### src/dlf_pkg.sv
// Constants for the loop filter configuration register group.
// Assumes a plain register port, one clock at 100 MHz, active-low reset.
package dlf_pkg;
   localparam int          ADDR_W          = 4;
   localparam logic [3:0]  ADDR_HOLD       = 4'h0;
   localparam logic [3:0]  ADDR_BW         = 4'h1;
   localparam logic [3:0]  ADDR_DAMP       = 4'h2;
   localparam logic [3:0]  ADDR_SLEW       = 4'h3;
   localparam logic [3:0]  ADDR_MODE       = 4'h4;
   localparam logic [3:0]  ADDR_STAT       = 4'h5;
   localparam logic [3:0]  ADDR_IRQ_STAT   = 4'h6;
   localparam logic [3:0]  ADDR_IRQ_MASK   = 4'h7;
   localparam logic [15:0] HOLD_RST        = 16'h3800;
   localparam logic [15:0] BW_RST          = 16'h7058;
   localparam logic [15:0] DAMP_RST        = 16'h2901;
   localparam logic [15:0] DAMP_MASK       = 16'h3F3F;
   localparam logic [31:0] SLEW_RST        = 32'h01FFFFFF;
   localparam logic [31:0] SLEW_MASK       = 32'h1FFFFFFF;
   localparam logic [3:0]  MODE_RST        = 4'h1;
   localparam logic [4:0]  HOLD_COARSE_MAX = 5'h14;
   localparam logic [3:0]  HIST_MAX        = 4'hA;
   localparam int          MODE_AUTO_BIT   = 0;
   localparam int          MODE_FREERUN_BIT = 1;
   localparam int          MODE_FREEZE_BIT = 2;
   localparam int          IRQ_W           = 3;
   localparam int          IRQ_LOL_SET     = 0;
   localparam int          IRQ_LOL_CLR     = 1;
   localparam int          IRQ_REF_LOSS    = 2;
   localparam int          SLEW_STEP_EXP   = 35;
   typedef enum logic [1:0] {
      DLF_NORMAL   = 2'b00,
      DLF_ACQUIRE  = 2'b01,
      DLF_HOLDOVER = 2'b10,
      DLF_FREERUN  = 2'b11
   } dlf_state_e;
endpackage

### src/dlf_top.sv
// Loop filter configuration bank with coefficient selection and lock status.
// Assumes synchronous inputs from the loop state machine and lock counter.
//
// Local design decisions: the plain strobed port and the register addresses.
`timescale 1ns/10ps
module dlf_top (
   input  wire logic                        clk,
   input  wire logic                        rst_n,
   input  wire logic [dlf_pkg::ADDR_W-1:0]  reg_addr,
   input  wire logic [31:0]                 reg_wdata,
   input  wire logic                        reg_wr,
   input  wire logic                        reg_rd,
   output logic      [31:0]                 reg_rdata,
   input  wire logic                        loop_acquire,
   input  wire logic                        ref_invalid,
   input  wire logic [7:0]                  lock_loss_count,
   output logic                             hold_filter_bypass,
   output logic      [4:0]                  hold_filter_coarse,
   output logic      [2:0]                  hold_filter_fine,
   output logic      [3:0]                  hold_history_sec,
   output logic      [4:0]                  loop_bw_coarse,
   output logic      [2:0]                  loop_bw_fine,
   output logic      [2:0]                  loop_damp_coarse,
   output logic      [2:0]                  loop_damp_fine,
   output logic      [28:0]                 slew_limit,
   output logic                             freeze_update,
   output logic                             enter_holdover,
   output logic                             enter_freerun,
   output logic                             lock_loss_over,
   output logic                             irq
);
   import dlf_pkg::*;

   logic [15:0]      hold_q, bw_q, damp_q;
   logic [31:0]      slew_q;
   logic [3:0]       mode_q;
   logic [IRQ_W-1:0] ist_q, imask_q;
   logic             lol_q, ref_q;

   // Address decode
   wire wr_hold  = reg_wr && (reg_addr == ADDR_HOLD);
   wire wr_bw    = reg_wr && (reg_addr == ADDR_BW);
   wire wr_damp  = reg_wr && (reg_addr == ADDR_DAMP);
   wire wr_slew  = reg_wr && (reg_addr == ADDR_SLEW);
   wire wr_mode  = reg_wr && (reg_addr == ADDR_MODE);
   wire wr_imask = reg_wr && (reg_addr == ADDR_IRQ_MASK);
   wire rd_ist   = reg_rd && (reg_addr == ADDR_IRQ_STAT);

   // Field views of the stored words
   wire [4:0] hc_raw    = hold_q[15:11];
   wire [2:0] hf_raw    = hold_q[10:8];
   wire [3:0] hist_raw  = hold_q[7:4];
   wire [3:0] lol_limit = hold_q[3:0];
   wire       use_acq   = loop_acquire && mode_q[MODE_AUTO_BIT];

   // Holdover coefficient conditioning
   wire [4:0] hc_sat = (hc_raw > HOLD_COARSE_MAX) ? HOLD_COARSE_MAX : hc_raw;
   wire [3:0] hist_sat = (hist_raw > HIST_MAX) ? HIST_MAX : hist_raw;
   wire       hbyp = (hc_raw == 5'h00) || (hf_raw == 3'h0);

   // Coefficient selection between acquire and tracking sets
   wire [4:0] bwc_d = use_acq ? bw_q[15:11] : bw_q[7:3];
   wire [2:0] bwf_d = use_acq ? bw_q[10:8] : bw_q[2:0];
   wire [2:0] dc_d  = use_acq ? damp_q[13:11] : damp_q[5:3];
   wire [2:0] df_d  = use_acq ? damp_q[10:8] : damp_q[2:0];

   // Status terms and events
   wire lol_d = ({4'h0, lol_limit} < lock_loss_count);
   wire [IRQ_W-1:0] ev;
   assign ev[IRQ_LOL_SET]  = lol_d && !lol_q;
   assign ev[IRQ_LOL_CLR]  = !lol_d && lol_q;
   assign ev[IRQ_REF_LOSS] = ref_invalid && !ref_q;

   // Read mux, unmapped reads return zero
   logic [31:0] rdata_d;
   always_comb begin
      case (reg_addr)
         ADDR_HOLD:     rdata_d = {16'h0000, hold_q};
         ADDR_BW:       rdata_d = {16'h0000, bw_q};
         ADDR_DAMP:     rdata_d = {16'h0000, damp_q};
         ADDR_SLEW:     rdata_d = slew_q;
         ADDR_MODE:     rdata_d = {28'h0000000, mode_q};
         ADDR_STAT:     rdata_d = {30'h00000000, ref_q, lol_q};
         ADDR_IRQ_STAT: rdata_d = {29'h00000000, ist_q};
         ADDR_IRQ_MASK: rdata_d = {29'h00000000, imask_q};
         default:       rdata_d = 32'h00000000;
      endcase
   end

   // Configuration registers
   always_ff @(posedge clk or negedge rst_n) begin
      if (!rst_n) begin
         hold_q  <= HOLD_RST;
         bw_q    <= BW_RST;
         damp_q  <= DAMP_RST;
         slew_q  <= SLEW_RST;
         mode_q  <= MODE_RST;
         imask_q <= '0;
      end else begin
         if (wr_hold) hold_q <= reg_wdata[15:0];
         if (wr_bw) bw_q <= reg_wdata[15:0];
         if (wr_damp) damp_q <= reg_wdata[15:0] & DAMP_MASK;
         if (wr_slew) slew_q <= reg_wdata & SLEW_MASK;
         if (wr_mode) mode_q <= reg_wdata[3:0];
         if (wr_imask) imask_q <= reg_wdata[IRQ_W-1:0];
      end
   end

   // Sticky events, a new event wins over the clearing read
   always_ff @(posedge clk or negedge rst_n) begin
      if (!rst_n) begin
         ist_q <= '0;
         lol_q <= 1'b0;
         ref_q <= 1'b0;
         irq   <= 1'b0;
      end else begin
         ist_q <= (rd_ist ? '0 : ist_q) | ev;
         lol_q <= lol_d;
         ref_q <= ref_invalid;
         irq   <= |(((rd_ist ? '0 : ist_q) | ev) & imask_q);
      end
   end

   // Registered read data and outputs toward the loop filter
   always_ff @(posedge clk or negedge rst_n) begin
      if (!rst_n) begin
         reg_rdata          <= '0;
         hold_filter_bypass <= 1'b0;
         hold_filter_coarse <= '0;
         hold_filter_fine   <= '0;
         hold_history_sec   <= '0;
         loop_bw_coarse     <= '0;
         loop_bw_fine       <= '0;
         loop_damp_coarse   <= '0;
         loop_damp_fine     <= '0;
         slew_limit         <= '0;
         freeze_update      <= 1'b0;
         enter_holdover     <= 1'b0;
         enter_freerun      <= 1'b0;
         lock_loss_over     <= 1'b0;
      end else begin
         reg_rdata          <= reg_rd ? rdata_d : 32'h00000000;
         hold_filter_bypass <= hbyp;
         hold_filter_coarse <= hc_sat;
         hold_filter_fine   <= hf_raw;
         hold_history_sec   <= hist_sat;
         loop_bw_coarse     <= bwc_d;
         loop_bw_fine       <= bwf_d;
         loop_damp_coarse   <= dc_d;
         loop_damp_fine     <= df_d;
         slew_limit         <= slew_q[28:0];
         freeze_update      <= mode_q[MODE_FREEZE_BIT];
         enter_holdover     <= ref_invalid && !mode_q[MODE_FREERUN_BIT];
         enter_freerun      <= ref_invalid && mode_q[MODE_FREERUN_BIT];
         lock_loss_over     <= lol_d;
      end
   end
endmodule

### config.mk
export PLATFORM = sky130hd
export DESIGN_NAME = dlf_top
export DESIGN_NICKNAME = d
export VERILOG_FILES = /design/src/dlf_pkg.sv /design/src/dlf_top.sv
export SDC_FILE = /design/constraint.sdc
export NUM_CORES = 1
export LEC_CHECK = 0
export BUFFER_PORTS_ARGS = -buffer_cell sky130_fd_sc_hd__buf_4
export CORE_ASPECT_RATIO = 0.8
export CORE_MARGIN = 4
export CORE_UTILIZATION = 45
export CTS_CLUSTER_DIAMETER = 80
export CTS_CLUSTER_SIZE = 25
export DETAILED_ROUTE_END_ITERATION = 16
export PLACE_DENSITY_LB_ADDON = 0.15
export SYNTH_ARGS = -nofsm -noshare
export SYNTH_HDL_FRONTEND = slang
export SYNTH_SLANG_ARGS = --single-unit
### constraint.sdc
create_clock -name clk -period 2.2 [get_ports clk]
set_input_delay 0.22 -clock clk [delete_from_list [all_inputs] [get_ports clk]]
set_output_delay 0.22 -clock clk [all_outputs]
set_load 0.03 [all_outputs]
==> reports/summary.md <==
• Leak: 3.94 nW
• flops & latches, synth: 174
• crit share post-route: 88.0%
• number of enable flip-flop cells after synthesis: 0
• fraction of post-synthesis cell area in the top cell type by area: 51.8%
• proportion of power drawn by combinational gates: 20.8%
• post-cts repair resize count: 0
• initial standard-cell utilization of the core: 45.7%
• Routed Antenna Nets: 0
• signal arrival time at the worst endpoint: 2.24 ns
• cells traversed along the worst timing path: ha_1 > a2111oi_0 > nor2_1 > o311ai_0
• Detailed Routing Iterations Pass 1: 5
• buffers added on ports: 136
• vias per inst: 5.23
• clock power share: 32.1%
• wire length of the first global-routing pass: 23500 um
• count of maximum capacitance violations: 0
• largest fanout of any net on the critical path: 4
• result of the run: complete, no violations
• last weighted congestion value of the routability-driven placer: 0.772
• category of the worst setup path launch point: flip-flop
• r2r startpoint: hold_q[1]$_DFFE_PN0P_
• die height: 116 um
• endpoint type of the worst setup path: flip-flop
• die area: 16500 um2
• slowest cell delay on critical path: 0.62 ns
• cell types occupying the most area after synthesis: dfrtp_1 (52%), mux2_2 (16%), dfstp_2 (16%)
• net switching share of the total power: 29.0%
• cell-internal power: 0.00664 W
• Critical Path Slowest Stage Cell: a2111oi_0
• DP HPWL: 9940 um
• Syn Std Cell Area: 6520 um2
• largest net degree at the start of global routing: 63
• min Tclk post-route: 1.94 ns
• number of warnings reported in the yosys synthesis log: 0
• Endpoint, Worst Hold: slew_q[22]$_DFFE_PN1P_
• total number of clock tree sinks: 174
• RSZ-0062 raised after global routing: false
• Post-layout nets: 630
• relative slew slack: 53.5%
• count leader, synth: dfrtp_1
• buffers inserted during post-CTS setup optimization: 0
• synthesized instance count: 429
• pre-CTS setup slack: 0.291 ns
• smallest setup slack after layout: 0.264 ns
• Hold Crit Start: reg_wdata[22]
• aggregate global-route resource usage: 19.0%
• Worst-Skew Late Latency: 0.43 ns
• CTS H-tree depth: 4
• timing-limited maximum frequency: 0.517 GHz
• leading area contributor after synthesis: dfrtp_1
• standard-cell rows: 39
• number of buffers created by CTS: 17
• Antenna diodes: 0
• GRT Residual Overflow: 0
• root buffer selected by CTS: clkbuf_16
• share of cells above drive strength 1: 54.1%
• antenna violations before repair: 0
• Post-CTS Hold Fix Bufs: 2
• Core Area: 14200 um2
• fraction of registers with async set/reset: 100%
• count of different cell masters after synthesis: 47
• number of global-route vias before repair: 4185
• number of hold violations in the final report: 0
• routed via count: 4049
• critical path data required time: 2.51 ns
• # IOs: 143
• register-to-register setup slack: 0.26 ns
• total of endpoints with negative setup slack in the final report: 0
• clock transition at the registers of the reported paths: 0.07 ns
• R2R depth: 4
• Cell Pwr Density: 1110 nW/um2
• final instance area: 8400 um2
• total count of max-transition violations in the final report: 0
• Fin Setup TNS: 0 ns
• top cell types by occurrence after synthesis: dfrtp_1 (135), mux2_2 (95), dfstp_2 (39)
• sequential fraction of the synthesis area: 67.6%
• final wirelength: 14900 um
• number of buffers on the longest clock path: 2
• type of the most critical hold path: in2reg
• power dissipated by switching net loads: 0.00271 W
• prevailing post-synth register cell: dfrtp_1
• placed cell areas: 7780 um2
• initial detailed-routing violation count: 202
• DR DRC count: 0
• layout-stage area growth over the synthesis result: 28.8%
• drt wl/cell: 19.2 um
• post-synthesis average cell area: 15.2 um2
• sequential cell fraction of total power: 47.1%
• Worst-Margin Slew: 0.680 ns
• endpoint of the most critical register-to-register path: irq$_DFF_PN0_
• number of filler instances in the final layout: 1133
• CP Class: reg2reg
• horizontal extent of the die: 143 um
• Max rail drop VDD: 610 uV
• TritonCTS clock tree: yes
• instance count along the most critical hold path: 2
• Fin Clk Skew: 0.00622 ns
==> worst max path at each step <==
stage / start / to / cells after the start
CTS: hold_q[1]$_DFFE_PN0P_ / irq$_DFF_PN0_ / 4
floorplan: reg_addr[3] / mode_q[1]$_DFFE_PN0P_ / 5
finish: hold_q[1]$_DFFE_PN0P_ / irq$_DFF_PN0_ / 4
detailed placement: hold_q[1]$_DFFE_PN0P_ / irq$_DFF_PN0_ / 4
global route: hold_q[1]$_DFFE_PN0P_ / irq$_DFF_PN0_ / 4
global placement: hold_q[1]$_DFFE_PN0P_ / irq$_DFF_PN0_ / 4
==> metrics by stage <==
step                      hold slack, ns  total power [W]  util, %  instances
after floorplan                  -0.0756          0.00552        -        431
after global placement            0.0666          0.00635     54.6        740
after detailed placement          0.0695          0.00641     54.6        740
after CTS                        0.00254          0.00944     58.9        774
after global routing             0.00613          0.00977     58.9        774
final                             0.0207          0.00935     58.9        774
==> registers in the layout, indices dropped and copies added (netlist names) <==
signal,cells
hold_filter_fine,3
freeze_update,1
lock_loss_over,1
imask_q,3
loop_bw_coarse,5
loop_damp_fine,3
hold_q,16
mode_q,4
irq,1
slew_limit,29
loop_damp_coarse,3
damp_q,12
ref_q,1
enter_holdover,1
loop_bw_fine,3
slew_q,29
bw_q,16
hold_history_sec,4
reg_rdata,29
hold_filter_coarse,5
hold_filter_bypass,1
ist_q,3
enter_freerun,1
==> final cells by class <==
type	instances	area, um2	area share [%]
Clock buffer	24	492	5.86
Clock inverter	8	105	1.25
Tap cell	184	230	2.74
Inverter	5	18.8	0.224
Multi-Input combinational cell	228	1980	23.6
Sequential cell	174	4400	52.4
Timing Repair Buffer	151	1170	13.9
==> cell usage in the layout (no fill, tap or decap), drive strengths merged, types with 2 or more instances in the layout <==
cell,count
nor2b,6
nor3,2
clkinv,2
dfstp,39
and2,5
nor3b,3
conb,3
mux2,96
a21o,3
dfrtp,135
a31oi,4
clkbuf,24
nand2,13
mux2i,3
a22o,2
nand2b,2
clkinvlp,3
o21ai,8
nand3,2
dlygate4sd3,2
and3,14
a222oi,4
bufinv,2
buf,149
a21oi,11
nor2,8
a22oi,20
ha,3
inv,6
nor4,2
==> power groups by stage <==
stage	Combinational, W	Clock, W	Sequential (W)
floorplan	0.000608	0	0.00491
global placement	0.00193	0	0.00442
detailed placement	0.00197	0	0.00445
CTS	0.00197	0.00306	0.00441
global route	0.00208	0.00320	0.00449
finish	0.00194	0.00300	0.00441
==> metal layers <==
layer  part of all wire (%)  up-vias  global-route usage (%)
met3                    6.6       19                    4.91
li1                       -     1825                       -
met2                     47      131                    28.0
met5                      0        -                       0
met1                     45     2074                    27.0
met4                    1.6        0                    7.85
==> critical path, delay by kind of cell, from the launching register on <==
kind / cells / cell delay (ns)
compound gates: 2 / 0.95
fa+ha+maj: 1 / 0.28
flops: 1 / 0.40
simple gates: 1 / 0.18
==> kinds of logic after synthesis <==
logic type	synth area share, %
other	0.0575
and+or+nand+nor	6.26
DFF	67.6
adders and majority gates	0.576
muxes	17.1
AOI/OAI and AO/OA	6.32
buffers and inverters	2.17
Note: power is estimated with default switching activity, not from simulation.
